**config.mk**
```make
export PLATFORM = sky130hd
export DESIGN_NAME = dual_reload_down_timer
export DESIGN_NICKNAME = d
export VERILOG_FILES = /design/src/core/dual_timer_pkg.sv /design/src/core/dual_reload_down_timer.sv
export SDC_FILE = /design/constraint.sdc
export NUM_CORES = 1
export LEC_CHECK = 0
export BUFFER_PORTS_ARGS = -buffer_cell sky130_fd_sc_hd__buf_4
export CORE_MARGIN = 2
export CORE_UTILIZATION = 45
export DETAILED_ROUTE_END_ITERATION = 10
export PLACE_DENSITY = 0.71
export SLEW_MARGIN = 10
export SYNTH_ARGS = -nofsm -noshare
export SYNTH_HDL_FRONTEND = slang
export SYNTH_SLANG_ARGS = --single-unit
```
**constraint.sdc**
```tcl
create_clock -name clk -period 4.9 [get_ports clk]
set_input_delay 0.245 -clock clk [delete_from_list [all_inputs] [get_ports clk]]
set_output_delay 0.245 -clock clk [all_outputs]
set_load 0.05 [all_outputs]
```
**src/core/dual_timer_pkg.sv**
```systemverilog
// shared constants of the dual timer: register map, fields,
// reset values, prescaler masks, filter timing.
// assumes a 100 MHz system clock.
package dual_timer_pkg;

    localparam int unsigned CLK_HZ = 100_000_000;
    // noise rejector samples on falling edges of an internal 2,048 Hz signal
    localparam int unsigned NOISE_SAMPLE_HZ = 2048;
    localparam int unsigned NOISE_TICK_CYCLES = CLK_HZ / NOISE_SAMPLE_HZ;

    localparam logic [15:0] ADDR_TIMER0_MODE_CONTROL = 16'hFFC0;
    localparam logic [15:0] ADDR_CLOCK_SOURCE_AND_OUTPUT_CONTROL = 16'hFFC1;
    localparam logic [15:0] ADDR_TIMER0_RUN_RELOAD_PRESCALE = 16'hFFC2;
    localparam logic [15:0] ADDR_TIMER1_RUN_RELOAD_PRESCALE = 16'hFFC3;
    localparam logic [15:0] ADDR_TIMER0_RELOAD_LOW = 16'hFFC4;
    localparam logic [15:0] ADDR_TIMER0_RELOAD_HIGH = 16'hFFC5;
    localparam logic [15:0] ADDR_TIMER1_RELOAD_LOW = 16'hFFC6;
    localparam logic [15:0] ADDR_TIMER1_RELOAD_HIGH = 16'hFFC7;
    localparam logic [15:0] ADDR_TIMER0_COUNT_LOW = 16'hFFC8;
    localparam logic [15:0] ADDR_TIMER0_COUNT_HIGH = 16'hFFC9;
    localparam logic [15:0] ADDR_TIMER1_COUNT_LOW = 16'hFFCA;
    localparam logic [15:0] ADDR_TIMER1_COUNT_HIGH = 16'hFFCB;
    localparam logic [15:0] ADDR_TIMER_INTERRUPT_ENABLE = 16'hFFE2;
    localparam logic [15:0] ADDR_TIMER_INTERRUPT_FLAGS = 16'hFFF2;

    // mode control fields
    localparam int BIT_EVENT_EDGE_POLARITY = 0;
    localparam int BIT_NOISE_REJECTOR_ENABLE = 1;
    localparam int BIT_EVENT_COUNT_MODE = 2;
    localparam int BIT_CHAINED_WIDE_MODE = 3;
    // clock source and output control fields
    localparam int BIT_PRESCALER0_SOURCE_SELECT = 0;
    localparam int BIT_PRESCALER1_SOURCE_SELECT = 1;
    localparam int BIT_TOGGLE_OUTPUT_ENABLE = 2;
    localparam int BIT_TOGGLE_OUTPUT_SOURCE = 3;
    // run / reload / prescale fields
    localparam int BIT_RUN = 0;
    localparam int BIT_PRESET = 1;
    localparam int BIT_RATIO_LSB = 2;

    localparam logic [3:0] RESET_NIBBLE = 4'h0;
    localparam logic [7:0] RESET_BYTE = 8'h00;

    // prescaler wrap masks for ratio codes 00..11 (divide by 1, 4, 32, 256)
    localparam logic [7:0] RATIO_MASK_DIV1 = 8'h00;
    localparam logic [7:0] RATIO_MASK_DIV4 = 8'h03;
    localparam logic [7:0] RATIO_MASK_DIV32 = 8'h1F;
    localparam logic [7:0] RATIO_MASK_DIV256 = 8'hFF;

    typedef enum logic [1:0] {
        TIMER_STOPPED = 2'b01,
        TIMER_RUNNING = 2'b10
    } timer_state_e;

endpackage : dual_timer_pkg

```
**src/core/dual_reload_down_timer.sv**
```systemverilog
// two 8-bit reload down timers, chainable, with event input,
// toggle output and interrupt flags.
// assumes async oscillator and event pins
// and a 4-bit register port on one clock.
//
// What this block does
// - select 0 takes slow clock, 1 fast
// - event mode ignores timer 0 source and ratio
// - ratio 11/10/01/00 divides by 256/32/4/1
// - mode bit 1 counts events, 0 clocks
// - width bit 1 chains timers to 16 bits
// - chained: clock in timer 0, irq from timer 1
// - filter accepts change at second sample edge
// - filter off counts pin edges directly
// - polarity 0 falling, 1 rising, event mode only
// - count down from 8-bit reload
// - reload on preset and underflow
// - low nibble read latches high nibble
// - count readouts ignore writes
// - preset keeps run state, reads 0
// - run 1 starts, 0 stops and holds
// - source bit picks timer; chained forces 1
// - enable 1 drives toggle on pin, 0 high
// - own mask bit per timer, 1 enables
// - underflow sets flag even if masked; chained timer 0 sets none
// - write 1 clears flag, 0 does nothing
// - reset zeroes controls, flags, reloads, counts
// - run/stop act on tick; stop decrements once
// - run reads 1 until really stopped
//
// The implementer's own choice: the plain strobed port.
`timescale 1ns/1ps

module dual_reload_down_timer
    import dual_timer_pkg::*;
#(
    parameter int unsigned NOISE_TICK_CYCLES_P = NOISE_TICK_CYCLES
) (
    input wire logic clk,
    input wire logic rst_b,
    input wire logic [15:0] reg_addr,
    input wire logic [3:0] reg_wdata,
    input wire logic reg_write,
    input wire logic reg_read,
    output logic [3:0] reg_rdata,
    input wire logic slow_osc_clock,
    input wire logic fast_osc_clock,
    input wire logic event_input_pin,
    output logic output_port_pin,
    output logic timer0_irq_request,
    output logic timer1_irq_request
);

    typedef struct packed {
        logic slow_meta;
        logic slow_sync;
        logic slow_prev;
        logic fast_meta;
        logic fast_sync;
        logic fast_prev;
        logic event_meta;
        logic event_sync;
        logic event_filt;
        logic event_prev;
        logic [1:0] filt_pend;
        logic [15:0] sample_cnt;
        logic event_count_mode;
        logic chained_wide_mode;
        logic noise_rejector_enable;
        logic event_edge_polarity;
        logic toggle_output_source;
        logic toggle_output_enable;
        logic [1:0] source_select;
        logic [1:0][1:0] ratio;
        logic [1:0] run_req;
        timer_state_e [1:0] run_state;
        logic [1:0][7:0] reload;
        logic [1:0][7:0] count;
        logic [1:0][7:0] prescale;
        logic [1:0][3:0] high_hold;
        logic [1:0] irq_enable;
        logic [1:0] irq_flag;
        logic [1:0] irq_request;
        logic toggle_level;
        logic pin;
        logic [3:0] rdata;
    } timer_regs_s;

    localparam timer_regs_s REGS_RESET = '{
        slow_meta: 1'b0,
        slow_sync: 1'b0,
        slow_prev: 1'b0,
        fast_meta: 1'b0,
        fast_sync: 1'b0,
        fast_prev: 1'b0,
        event_meta: 1'b0,
        event_sync: 1'b0,
        event_filt: 1'b0,
        event_prev: 1'b0,
        filt_pend: 2'h0,
        sample_cnt: 16'h0000,
        event_count_mode: 1'b0,
        chained_wide_mode: 1'b0,
        noise_rejector_enable: 1'b0,
        event_edge_polarity: 1'b0,
        toggle_output_source: 1'b0,
        toggle_output_enable: 1'b0,
        source_select: 2'h0,
        ratio: '0,
        run_req: 2'h0,
        run_state: {TIMER_STOPPED, TIMER_STOPPED},
        reload: {RESET_BYTE, RESET_BYTE},
        count: {RESET_BYTE, RESET_BYTE},
        prescale: '0,
        high_hold: {RESET_NIBBLE, RESET_NIBBLE},
        irq_enable: 2'h0,
        irq_flag: 2'h0,
        irq_request: 2'h0,
        toggle_level: 1'b0,
        pin: 1'b1,
        rdata: RESET_NIBBLE
    };

    localparam logic [15:0] SAMPLE_LAST = 16'(NOISE_TICK_CYCLES_P - 1);

    timer_regs_s st;
    timer_regs_s next_st;

    function automatic logic [7:0] ratio_mask(input logic [1:0] code);
        case (code)
            2'b00: ratio_mask = RATIO_MASK_DIV1;
            2'b01: ratio_mask = RATIO_MASK_DIV4;
            2'b10: ratio_mask = RATIO_MASK_DIV32;
            default: ratio_mask = RATIO_MASK_DIV256;
        endcase
    endfunction : ratio_mask

    always_comb begin
        logic slow_fall;
        logic fast_fall;
        logic src_tick;
        logic sample_tick;
        logic level;
        logic event_edge;
        logic [1:0] pre_tick;
        logic [1:0] in_tick;
        logic [1:0] uflow;
        logic toggle_hit;
        logic wr_sel;
        slow_fall = 1'b0;
        fast_fall = 1'b0;
        src_tick = 1'b0;
        sample_tick = 1'b0;
        level = 1'b0;
        event_edge = 1'b0;
        pre_tick = 2'b00;
        in_tick = 2'b00;
        uflow = 2'b00;
        toggle_hit = 1'b0;
        wr_sel = 1'b0;
        next_st = st;

        // first stages feed only the second stages
        next_st.slow_meta = slow_osc_clock;
        next_st.slow_sync = st.slow_meta;
        next_st.fast_meta = fast_osc_clock;
        next_st.fast_sync = st.fast_meta;
        next_st.event_meta = event_input_pin;
        next_st.event_sync = st.event_meta;
        next_st.slow_prev = st.slow_sync;
        next_st.fast_prev = st.fast_sync;
        slow_fall = st.slow_prev & ~st.slow_sync;
        fast_fall = st.fast_prev & ~st.fast_sync;

        // prescalers: free-running divide chains on the chosen source
        for (int i = 0; i < 2; i++) begin
            src_tick = st.source_select[i] ? fast_fall : slow_fall;
            if (src_tick) begin
                next_st.prescale[i] = st.prescale[i] + 8'h01;
            end
            pre_tick[i] = src_tick
                && ((st.prescale[i] & ratio_mask(st.ratio[i])) == ratio_mask(st.ratio[i]));
        end

        // internal sample signal for the noise rejector
        sample_tick = (st.sample_cnt == SAMPLE_LAST);
        next_st.sample_cnt = sample_tick ? 16'h0000 : st.sample_cnt + 16'h0001;
        // a change must survive two sample edges
        if (st.event_sync == st.event_filt) begin
            next_st.filt_pend = 2'h0;
        end else if (sample_tick) begin
            if (st.filt_pend == 2'h1) begin
                next_st.event_filt = st.event_sync;
                next_st.filt_pend = 2'h0;
            end else begin
                next_st.filt_pend = st.filt_pend + 2'h1;
            end
        end

        level = st.noise_rejector_enable ? st.event_filt : st.event_sync;
        next_st.event_prev = level;
        event_edge = st.event_edge_polarity ? (level & ~st.event_prev)
                                            : (~level & st.event_prev);

        // counters; timer 1 is evaluated after timer 0 so it can chain
        for (int i = 0; i < 2; i++) begin
            if (i == 0) begin
                in_tick[i] = st.event_count_mode ? event_edge : pre_tick[0];
            end else begin
                in_tick[i] = st.chained_wide_mode ? uflow[0] : pre_tick[1];
            end
            if (in_tick[i]) begin
                case (st.run_state[i])
                    TIMER_RUNNING: begin
                        // a stop request still lets this edge decrement
                        if (st.count[i] == 8'h00) begin
                            uflow[i] = 1'b1;
                            next_st.count[i] = st.reload[i];
                        end else begin
                            next_st.count[i] = st.count[i] - 8'h01;
                        end
                    end
                    TIMER_STOPPED: begin
                        next_st.count[i] = st.count[i];
                    end
                    default: begin
                        next_st.count[i] = st.count[i];
                    end
                endcase
                next_st.run_state[i] = st.run_req[i] ? TIMER_RUNNING : TIMER_STOPPED;
            end
        end

        // toggle output
        wr_sel = st.chained_wide_mode | st.toggle_output_source;
        toggle_hit = wr_sel ? uflow[1] : uflow[0];
        if (toggle_hit) begin
            next_st.toggle_level = ~st.toggle_level;
        end
        // pin is registered with the new toggle level, so it cannot glitch on a flip
        next_st.pin = st.toggle_output_enable ? next_st.toggle_level : 1'b1;

        // register writes
        if (reg_write) begin
            case (reg_addr)
                ADDR_TIMER0_MODE_CONTROL: begin
                    next_st.event_edge_polarity = reg_wdata[BIT_EVENT_EDGE_POLARITY];
                    next_st.noise_rejector_enable = reg_wdata[BIT_NOISE_REJECTOR_ENABLE];
                    next_st.event_count_mode = reg_wdata[BIT_EVENT_COUNT_MODE];
                    next_st.chained_wide_mode = reg_wdata[BIT_CHAINED_WIDE_MODE];
                end
                ADDR_CLOCK_SOURCE_AND_OUTPUT_CONTROL: begin
                    next_st.source_select[0] = reg_wdata[BIT_PRESCALER0_SOURCE_SELECT];
                    next_st.source_select[1] = reg_wdata[BIT_PRESCALER1_SOURCE_SELECT];
                    next_st.toggle_output_enable = reg_wdata[BIT_TOGGLE_OUTPUT_ENABLE];
                    next_st.toggle_output_source = reg_wdata[BIT_TOGGLE_OUTPUT_SOURCE];
                end
                ADDR_TIMER0_RUN_RELOAD_PRESCALE, ADDR_TIMER1_RUN_RELOAD_PRESCALE: begin
                    for (int i = 0; i < 2; i++) begin
                        if (reg_addr[0] == i[0]) begin
                            next_st.run_req[i] = reg_wdata[BIT_RUN];
                            next_st.ratio[i] = reg_wdata[BIT_RATIO_LSB +: 2];
                            if (reg_wdata[BIT_PRESET]) begin
                                next_st.count[i] = st.reload[i];
                            end
                        end
                    end
                end
                ADDR_TIMER0_RELOAD_LOW: begin
                    next_st.reload[0][3:0] = reg_wdata;
                end
                ADDR_TIMER0_RELOAD_HIGH: begin
                    next_st.reload[0][7:4] = reg_wdata;
                end
                ADDR_TIMER1_RELOAD_LOW: begin
                    next_st.reload[1][3:0] = reg_wdata;
                end
                ADDR_TIMER1_RELOAD_HIGH: begin
                    next_st.reload[1][7:4] = reg_wdata;
                end
                ADDR_TIMER_INTERRUPT_ENABLE: begin
                    next_st.irq_enable = reg_wdata[1:0];
                end
                ADDR_TIMER_INTERRUPT_FLAGS: begin
                    next_st.irq_flag = st.irq_flag & ~reg_wdata[1:0];
                end
                default: begin
                    // count readouts and unmapped addresses ignore writes
                    next_st.irq_flag = st.irq_flag;
                end
            endcase
        end

        // set after clear: a same-cycle underflow wins
        if (uflow[0] && !st.chained_wide_mode) begin
            next_st.irq_flag[0] = 1'b1;
        end
        if (uflow[1]) begin
            next_st.irq_flag[1] = 1'b1;
        end
        next_st.irq_request = next_st.irq_flag & next_st.irq_enable;

        // register reads: data valid in the cycle after the strobe only
        next_st.rdata = RESET_NIBBLE;
        if (reg_read) begin
            case (reg_addr)
                ADDR_TIMER0_MODE_CONTROL: begin
                    next_st.rdata = {st.chained_wide_mode, st.event_count_mode,
                                     st.noise_rejector_enable, st.event_edge_polarity};
                end
                ADDR_CLOCK_SOURCE_AND_OUTPUT_CONTROL: begin
                    next_st.rdata = {st.toggle_output_source, st.toggle_output_enable,
                                     st.source_select[1], st.source_select[0]};
                end
                ADDR_TIMER0_RUN_RELOAD_PRESCALE: begin
                    next_st.rdata = {st.ratio[0], 1'b0,
                                     st.run_req[0] | (st.run_state[0] == TIMER_RUNNING)};
                end
                ADDR_TIMER1_RUN_RELOAD_PRESCALE: begin
                    next_st.rdata = {st.ratio[1], 1'b0,
                                     st.run_req[1] | (st.run_state[1] == TIMER_RUNNING)};
                end
                ADDR_TIMER0_RELOAD_LOW: begin
                    next_st.rdata = st.reload[0][3:0];
                end
                ADDR_TIMER0_RELOAD_HIGH: begin
                    next_st.rdata = st.reload[0][7:4];
                end
                ADDR_TIMER1_RELOAD_LOW: begin
                    next_st.rdata = st.reload[1][3:0];
                end
                ADDR_TIMER1_RELOAD_HIGH: begin
                    next_st.rdata = st.reload[1][7:4];
                end
                ADDR_TIMER0_COUNT_LOW: begin
                    next_st.rdata = st.count[0][3:0];
                    next_st.high_hold[0] = st.count[0][7:4];
                end
                ADDR_TIMER0_COUNT_HIGH: begin
                    next_st.rdata = st.high_hold[0];
                end
                ADDR_TIMER1_COUNT_LOW: begin
                    next_st.rdata = st.count[1][3:0];
                    next_st.high_hold[1] = st.count[1][7:4];
                end
                ADDR_TIMER1_COUNT_HIGH: begin
                    next_st.rdata = st.high_hold[1];
                end
                ADDR_TIMER_INTERRUPT_ENABLE: begin
                    next_st.rdata = {2'b00, st.irq_enable};
                end
                ADDR_TIMER_INTERRUPT_FLAGS: begin
                    next_st.rdata = {2'b00, st.irq_flag};
                end
                default: begin
                    next_st.rdata = RESET_NIBBLE;
                end
            endcase
        end
    end

    always_ff @(posedge clk) begin
        if (!rst_b) begin
            st <= REGS_RESET;
        end else begin
            st <= next_st;
        end
    end

    assign reg_rdata = st.rdata;
    assign output_port_pin = st.pin;
    assign timer0_irq_request = st.irq_request[0];
    assign timer1_irq_request = st.irq_request[1];

endmodule : dual_reload_down_timer

```
==> run_results.csv, run 1 <==
group,metric,value,unit
run_status,run_status,"finished, final reports clean",
hold_path,hold_path_end,"next_st[106]$_SDFF_PN0_",
logic_synthesis,synth.ff_latch_count,114,
hold_path,whs_path_depth,2,
logic_synthesis,synth_compound_area_frac,0.165,
pwr,post-layout-total-power,2.31,mW
grt,antenna_found_initial,0,
floorplanning,num_io_pins,34,
timing,max_slew.worst_pin.slew,1070,ps
logic_synthesis,synth-async-reset-ratio,0,
clock_network,cts.path.max_buffers,2,
drt,remaining_drc_errors,0,
timing,timing.slew.headroom,0.281,
clock_network,h-tree-depth,4,
worst_setup_path,worst_endpoint_data_arrival_time,3450,ps
pwr,sw_frac_of_total,0.205,
logic_synthesis,post-synth-top-area-fraction,0.417,
clock_network,ctsRootBufferMaster,"sky130_fd_sc_hd__clkbuf_16",
logic_synthesis,synthesis.yosys.warnings,0,
worst_setup_path,path_cells,"or4_4 > nor4_4 > o2111ai_1 > a311oi_2 > a21oi_1 > o221a_2",
clock_network,clk_pin_slew_worst_paths,50,ps
pwr,seq_power_share,0.406,
worst_setup_path,timing.critical_path.max_delay_family,"compound AO/OA/AOI/OAI gates",
floorplanning,design.core.area,0.0119,sq mm
drt,drt.antenna.violating_nets,0,
floorplanning,chipHeight,114,microns
floorplanning,floorplan.die_area,0.0130,sq mm
logic_synthesis,synth-main-ff-cell,"sky130_fd_sc_hd__dfxtp_1",
hold_path,min-delay-path-class,"primary input to flip-flop",
logic_synthesis,synth_top_family_by_area,"simple AND/OR/NAND/NOR gates",
floorplanning,floorplan.rows,40,
logic_synthesis,synth-xor-area-share,0.0529,
drt,detail_route.first_pass.iterations,5,
worst_setup_path,r2r-start,"st[40]$_SDFF_PN0_",
logic_synthesis,synthesis.area,0.00547,sq mm
drt,via_per_inst,5.82,
clock_network,cts_resized,0,
logic_synthesis,yosys.area_share.simple,0.280,
worst_setup_path,required,5210,ps
pwr,combinationalPowerShare,0.029,
clock_network,cts_hold_repair.buffers,0,
final_layout,post_route_cells_drive_above_1_share,0.124,
floorplanning,initial_utilization,0.459,
worst_setup_path,critPathCaptureType,"flip-flop",
worst_setup_path,cp_num_buf_inv,0,
logic_synthesis,post_synth_adder_cell_area,0.0137,
clock_network,clk_latency,420,ps
timing,final.setup_skew,6.44,ps
logic_synthesis,synth_cell_type_count,59,
pwr,power.static_leakage,2.27,nW
logic_synthesis,synthMuxAreaShare,0.0373,
worst_setup_path,worstReg2RegEnd,"st[48]$_SDFF_PN0_",
logic_synthesis,yosysSeqAreaShare,0.417,
placement,gp_congestion,1.02,
worst_setup_path,path_max_fanout,14,
logic_synthesis,synth-edff-count,0,
drt,wl,13.6,mm
floorplanning,floorplan.die.width,114,microns
clock_network,cts_made_buffers,17,
clock_network,clock_tree_from_tritoncts,"built",
logic_synthesis,synth_top_cells_by_area,"sky130_fd_sc_hd__dfxtp_1, sky130_fd_sc_hd__nand3_1, sky130_fd_sc_hd__nand2_1",
placement,place_hpwl,9.74,mm
pwr,worst_case_vdd_ir_drop,312,uV
final_layout,flow.area_growth_from_synthesis,16.8,%
drt,wire_per_inst,16.7,microns
clock_network,cts_setup_buffers,0,
worst_setup_path,crit_type,"flip-flop to flip-flop",
drt,routed-via-count,4761,
timing,rsz_0062_raised_after_global_routing,"no",
placement,dpl_cell_area,0.00575,sq mm
timing,maxSlewViolCount,0,
logic_synthesis,postSynthAreaPerCell,8.56,sq um
pwr,power.share.clock,0.565,
timing,report.final.setup_viol,0,
grt,grt_max_degree,96,
timing,period_needed,3140,ps
placement,numPortBuffers,33,
worst_setup_path,worst-r2r-cell-count,6,
timing,timing.setup.tns,0,ps
timing,finalCritPeriodShare,0.642,
drt,drt-initial-drc-count,415,
hold_path,hold_start,"event_input_pin",
clock_network,cts.sink_count,114,
worst_setup_path,setup.reg_to_reg.worst_slack,1760,ps
final_layout,numnets_final,691,
worst_setup_path,cp_slowest_stage_delay,900,ps
final_layout,diodes,0,
grt,first_global_vias,4532,
pwr,cellInternalPower,1.84,mW
grt,gr-total-overflow,0,
worst_setup_path,critical-path-slowest-cell,"sky130_fd_sc_hd__a311oi_2",
timing,achievable-frequency,0.318,GHz
logic_synthesis,synth.net_count,672,
worst_setup_path,worstSetupStartpointType,"flip-flop",
grt,first_pass_grt_wire_length,22.2,mm
final_layout,fin_area,0.00639,sq mm
logic_synthesis,netlist.top_cell.by_area,"sky130_fd_sc_hd__dfxtp_1",
pwr,p_per_area,362,mW/mm^2
flow_run,drv_cap,0,
grt,global_route.usage.total,0.217,
timing,final_hold_viol_count,0,
pwr,net-switching-power,0.473,mW
logic_synthesis,netlist_instances,639,
## power groups by stage
stage	registers (mW)	clock network, mW	logic, mW
after floorplan	0.956	0	0.0399
after global placement	0.956	0	0.0652
after detailed placement	0.957	0	0.0663
after CTS	0.937	1.32	0.0666
after global routing	0.937	1.37	0.0725
final	0.937	1.31	0.0671
## per-layer routing
layer / global-route usage / wire, microns / vias to the layer above
met1: 0.277 / 6130 / 2244
met5: 0 / 0 / -
met2: 0.345 / 6220 / 171
met3: 0.0625 / 877 / 36
met4: 0.0927 / 406 / 0
li1: - / - / 2310
## flip-flops by register name (all words and copies together) (netlist names)
| name | count |
|---|---|
| timer0_irq_request | 1 |
| st | 102 |
| next_st | 5 |
| timer1_irq_request | 1 |
| reg_rdata | 4 |
| output_port_pin | 1 |
## worst max-delay path by stage
stage / start / endpoint / slack (ps) / cells past startpoint
after global placement: st[40]$_SDFF_PN0_ / st[48]$_SDFF_PN0_ / 1870 / 6
after floorplan: st[40]$_SDFF_PN0_ / output_port_pin$_SDFF_PN1_ / 2510 / 7
after detailed placement: st[40]$_SDFF_PN0_ / st[48]$_SDFF_PN0_ / 1780 / 6
final: st[40]$_SDFF_PN0_ / st[48]$_SDFF_PN0_ / 1760 / 6
after global routing: st[40]$_SDFF_PN0_ / st[49]$_SDFF_PN0_ / 1570 / 7
after CTS: st[40]$_SDFF_PN0_ / st[48]$_SDFF_PN0_ / 1770 / 6
## layout make-up
| type | instances | area (sq um) |
|---|---|---|
| sequential | 114 | 2280 |
| tap | 147 | 184 |
| timing repair buffer | 33 | 248 |
| multi-input combinational | 482 | 3000 |
| fill | 1088 | 5520 |
| clock buffer | 19 | 453 |
| clock inverter | 13 | 183 |
| inverter | 10 | 37.5 |
## synth_stat cells, types with 2 or more instances
library cell	instances
sky130_fd_sc_hd__a31oi_1	8
sky130_fd_sc_hd__buf_4	4
sky130_fd_sc_hd__nand2_1	72
sky130_fd_sc_hd__o2111ai_1	2
sky130_fd_sc_hd__a222oi_1	2
sky130_fd_sc_hd__a211oi_1	2
sky130_fd_sc_hd__xor2_1	20
sky130_fd_sc_hd__clkbuf_1	27
sky130_fd_sc_hd__a22oi_1	4
sky130_fd_sc_hd__o21a_1	5
sky130_fd_sc_hd__ha_1	6
sky130_fd_sc_hd__mux2_2	3
sky130_fd_sc_hd__a21boi_0	30
sky130_fd_sc_hd__a21o_1	2
sky130_fd_sc_hd__mux2i_1	17
sky130_fd_sc_hd__nor2b_1	32
sky130_fd_sc_hd__or3_1	3
sky130_fd_sc_hd__nor3_1	13
sky130_fd_sc_hd__nor4bb_1	2
sky130_fd_sc_hd__nand4_1	14
sky130_fd_sc_hd__and4_1	3
sky130_fd_sc_hd__o21ai_1	2
sky130_fd_sc_hd__nor4_1	3
sky130_fd_sc_hd__a22o_1	9
sky130_fd_sc_hd__and3_1	9
sky130_fd_sc_hd__nand3_1	55
sky130_fd_sc_hd__nand2b_1	7
sky130_fd_sc_hd__nand3b_1	5
sky130_fd_sc_hd__or4_1	2
sky130_fd_sc_hd__a221oi_1	9
sky130_fd_sc_hd__nor2_1	50
sky130_fd_sc_hd__o221a_2	2
sky130_fd_sc_hd__or3b_2	3
sky130_fd_sc_hd__inv_1	10
sky130_fd_sc_hd__or2_2	3
sky130_fd_sc_hd__xnor2_1	13
sky130_fd_sc_hd__dfxtp_1	114
sky130_fd_sc_hd__o21ai_0	20
sky130_fd_sc_hd__and2_1	17
sky130_fd_sc_hd__a21oi_1	16
## cells by family (layout without fill, tap and decap cells)
group | Yosys count | count (layout)
buffers and inverters | 43 | 75
and+or+nand+nor | 298 | 298
xor gates and xnor gates | 33 | 33
adders and majority gates | 6 | 6
AOI/OAI and AO/OA | 125 | 125
muxes | 20 | 20
DFF | 114 | 114
## metrics by stage
step	util	setup WS, ps	hold WS [ps]	std cells
finish	0.536	1760	34.0	818
global placement	0.483	1870	418	786
detailed placement	0.483	1780	422	786
floorplan	-	2510	372	639
global route	0.536	1570	24.0	818
CTS	0.536	1770	22.3	818
## placed cells by master (no fill, tap or decap), drive strengths merged, types with 3 or more instances in the layout
| cell type | netlist | final |
|---|---|---|
| dfxtp | 114 | 114 |
| nand2 | 72 | 72 |
| nand3 | 55 | 55 |
| nor2 | 51 | 51 |
| buf | 6 | 33 |
| nor2b | 32 | 32 |
| a21boi | 30 | 30 |
| o21ai | 22 | 22 |
| xor2 | 20 | 20 |
| clkbuf | 27 | 19 |
| mux2i | 17 | 17 |
| and2 | 17 | 17 |
| a21oi | 16 | 16 |
| nand4 | 14 | 14 |
| nor3 | 13 | 13 |
| xnor2 | 13 | 13 |
| inv | 10 | 11 |
| a221oi | 10 | 10 |
| and3 | 9 | 9 |
| a22o | 9 | 9 |
| a31oi | 8 | 8 |
| nand2b | 7 | 7 |
| ha | 6 | 6 |
| nand3b | 5 | 5 |
| o21a | 5 | 5 |
| a22oi | 4 | 4 |
| bufinv | 0 | 4 |
| clkinvlp | 0 | 4 |
| nor4 | 4 | 4 |
| clkinv | 0 | 4 |
| or3b | 3 | 3 |
| or3 | 3 | 3 |
| and4 | 3 | 3 |
| or2 | 3 | 3 |
| mux2 | 3 | 3 |
| o221a | 3 | 3 |
| or4 | 3 | 3 |
No activity file was read; power rests on OpenSTA's default activity.
==> inputs of run 2 (changes only) <==
ABC_AREA = 1   (was not set)
clock period = 2.94 ns   (was 4.9 ns; I/O delays follow)
==> run 2 against run 1 <==
  * Area after synthesis up 7.7%
  * Register-to-register slack lost 1100 ps
  * Flip-flop and latch count unchanged
  * Clock power is 57% higher
  * Power up 63%
  * Die area up 7.4%
  * Critical endpoint is now st[51]$_SDFF_PN0_
  * Largest power group unchanged
==> run_results.csv, run 2 <==
group,metric,value,unit
grt,first_pass_grt_wire_length,24.6,mm
logic_synthesis,synthesis.area,0.00589,sq mm
placement,numPortBuffers,33,
timing,final_hold_viol_count,0,
logic_synthesis,synth_common_cells,"sky130_fd_sc_hd__nand2_1, sky130_fd_sc_hd__dfxtp_1, sky130_fd_sc_hd__nor2_1, sky130_fd_sc_hd__inv_1, sky130_fd_sc_hd__a21oi_1",
clock_network,clk_latency,420,ps
worst_setup_path,worstSetupStartpointType,"flip-flop",
timing,timing.setup.tns,0,ps
pwr,power.static_leakage,2.92,nW
timing,report.final.setup_viol,0,
pwr,p_per_area,546,mW/mm^2
logic_synthesis,yosysSeqAreaShare,0.388,
final_layout,flow.area_growth_from_synthesis,17.1,%
drt,wire_per_inst,13.7,microns
logic_synthesis,postSynthAreaPerCell,6.87,sq um
final_layout,num-fill-cells,1285,
grt,first_global_vias,5128,
final_layout,final_cells,1083,
drt,via_per_inst,5.25,
clock_network,cts_made_buffers,17,
placement,gp_congestion,0.963,
floorplanning,floorplan.die.width,118,microns
timing,max_slew.worst_pin.slew,626,ps
clock_network,cts.path.max_buffers,2,
grt,grt_max_degree,68,
logic_synthesis,synth.ff_latch_count,114,
final_layout,diodes,0,
worst_setup_path,path_max_fanout,11,
hold_path,min-delay-path-class,"primary input to flip-flop",
timing,final.setup_skew,10.8,ps
worst_setup_path,path_cells,"inv_1 > ha_1 > nor3b_2 > nand2_1 > nor2_2 > nand3_2 > nand2_4 > nand2_4 > nand2_1 > nand2_1 > o21ai_1 > inv_1",
clock_network,clk_pin_slew_worst_paths,60,ps
floorplanning,floorplan.die_area,0.0140,sq mm
logic_synthesis,post-synth-top-count-cell,"sky130_fd_sc_hd__nand2_1",
clock_network,cts.sink_count,114,
logic_synthesis,synthesis.yosys.warnings,0,
logic_synthesis,synth_cell_type_count,44,
clock_network,clock_tree_from_tritoncts,"built",
grt,antenna_found_initial,0,
worst_setup_path,critical-path-slowest-cell,"sky130_fd_sc_hd__dfxtp_1",
logic_synthesis,synth.net_count,890,
logic_synthesis,synth-async-reset-ratio,0,
grt,global_route.usage.total,0.218,
floorplanning,num_io_pins,34,
final_layout,most-common-layout-cells,"sky130_fd_sc_hd__nand2_1, sky130_fd_sc_hd__dfxtp_1, sky130_fd_sc_hd__nor2_1, sky130_fd_sc_hd__inv_1, sky130_fd_sc_hd__a21oi_1",
worst_setup_path,cp_slowest_stage_delay,310,ps
placement,place_inst,1048,
final_layout,layout_commonest_cell,"sky130_fd_sc_hd__nand2_1",
timing,rsz_0062_raised_after_global_routing,"no",
floorplanning,floorplan.rows,41,
logic_synthesis,netlist_instances,857,
clock_network,cts_resized,0,
floorplanning,initial_utilization,0.463,
final_layout,post_route_cells_drive_above_1_share,0.138,
drt,wl,14.9,mm
timing,period_needed,2280,ps
worst_setup_path,required,3250,ps
final_layout,numnets_final,931,
timing,timing.slew.headroom,0.583,
drt,detail_route.first_pass.iterations,5,
logic_synthesis,synth-main-ff-cell,"sky130_fd_sc_hd__dfxtp_1",
floorplanning,chipHeight,118,microns
run_status,run_status,"finished, final reports clean",
logic_synthesis,synth-edff-count,0,
drt,drt-initial-drc-count,489,
grt,gr-total-overflow,0,
clock_network,ctsRootBufferMaster,"sky130_fd_sc_hd__clkbuf_16",
final_layout,largest_register,"st",
drt,remaining_drc_errors,0,
flow_run,drv_cap,0,
drt,drt.antenna.violating_nets,0,
logic_synthesis,synth_top_cells_by_area,"sky130_fd_sc_hd__dfxtp_1, sky130_fd_sc_hd__nand2_1, sky130_fd_sc_hd__nor2_1",
worst_setup_path,crit_type,"flip-flop to flip-flop",
floorplanning,design.core.area,0.0127,sq mm
logic_synthesis,netlist.top_cell.by_area,"sky130_fd_sc_hd__dfxtp_1",
logic_synthesis,post-synth-top-area-fraction,0.388,
pwr,worst_case_vdd_ir_drop,538,uV
worst_setup_path,critPathCaptureType,"flip-flop",
worst_setup_path,worst_endpoint_data_arrival_time,2590,ps
clock_network,h-tree-depth,4,
drt,routed-via-count,5681,
worst_setup_path,path_common_cell,"sky130_fd_sc_hd__nand2_1",
timing,finalCritPeriodShare,0.774,
timing,achievable-frequency,0.440,GHz
placement,place_hpwl,10.5,mm
final_layout,flip_flop_count_of_the_largest_register_all_copies_and_words_added,102,
timing,maxSlewViolCount,0,
-- run 2: final cells by class --
type                       count  area, sq um  share of cell area
sequential                   114         2280               0.331
timing repair buffer          38          293              0.0425
tap                          172          215              0.0312
clock inverter                11          129              0.0187
multi-input combinational    605         3060               0.444
inverter                     122          458              0.0664
clock buffer                  21          460              0.0668
-- run 2: stage by stage --
step                      area [sq um]  power [mW]  worst slack, ps   util  hold slack, ps
after floorplan                   5890        1.67             1270      -             245
after global placement            6280        1.73              823  0.493             331
after detailed placement          6280        1.73              733  0.493             332
after CTS                         6900        3.80              724  0.542           0.188
after global routing              6900        3.88              487  0.542            21.2
final                             6900        3.76              665  0.542            12.3
-- run 2: worst paths after layout --
| kind | start | cells past startpoint | slack [ps] | end |
|---|---|---|---|---|
| worst min-delay path | reg_read | 3 | 10 | reg_rdata[0]$_SDFF_PN0_ |
| worst max-delay path | st[36]$_SDFF_PN0_ | 12 | 660 | st[51]$_SDFF_PN0_ |
| worst min register to register | next_st[112]$_SDFF_PN0_ | 2 | 410 | next_st[111]$_SDFF_PN0_ |
| worst max register to register | st[36]$_SDFF_PN0_ | 12 | 660 | st[51]$_SDFF_PN0_ |
-- run 2: timing repair --
| action | 4_1_cts | 5_1_grt |
|---|---|---|
| endpoints found under the setup margin | 0 | 0 |
| buffers inserted | 0 | 0 |
| hold buffers | 3 | 0 |
| hold endpoints to repair | 3 | 0 |
-- run 2: critical path, delay by kind of cell (launching register included) --
| kind | cells | cell delay [ps] |
|---|---|---|
| simple gates | 8 | 1360 |
| flops | 1 | 310 |
| compound gates | 1 | 140 |
| fa+ha+maj | 1 | 170 |
| buf+inv | 2 | 190 |
-- run 2: per-layer routing --
layer  wire length [microns]  track usage  vias up
met1                    6930        0.293     2569
li1                        -            -     2892
met5                       0            0        -
met4                     367       0.0878        0
met2                    6590        0.337      186
met3                     996       0.0487       34
-- run 2: cell families after synthesis --
family	share of synthesized area
adders and majority gates	0.0127
DFF	0.388
muxes	0.00170
AOI/OAI and AO/OA	0.165
buffers and inverters	0.0931
xor gates and xnor gates	0.0119
and+or+nand+nor	0.328
-- run 2: where the power goes --
group | internal, mW | total, mW | switching [mW]
clock | 1.30 | 2.06 | 0.763
sequential | 1.56 | 1.56 | 0.00680
combinational | 0.0478 | 0.141 | 0.0933
total | 2.90 | 3.76 | 0.863
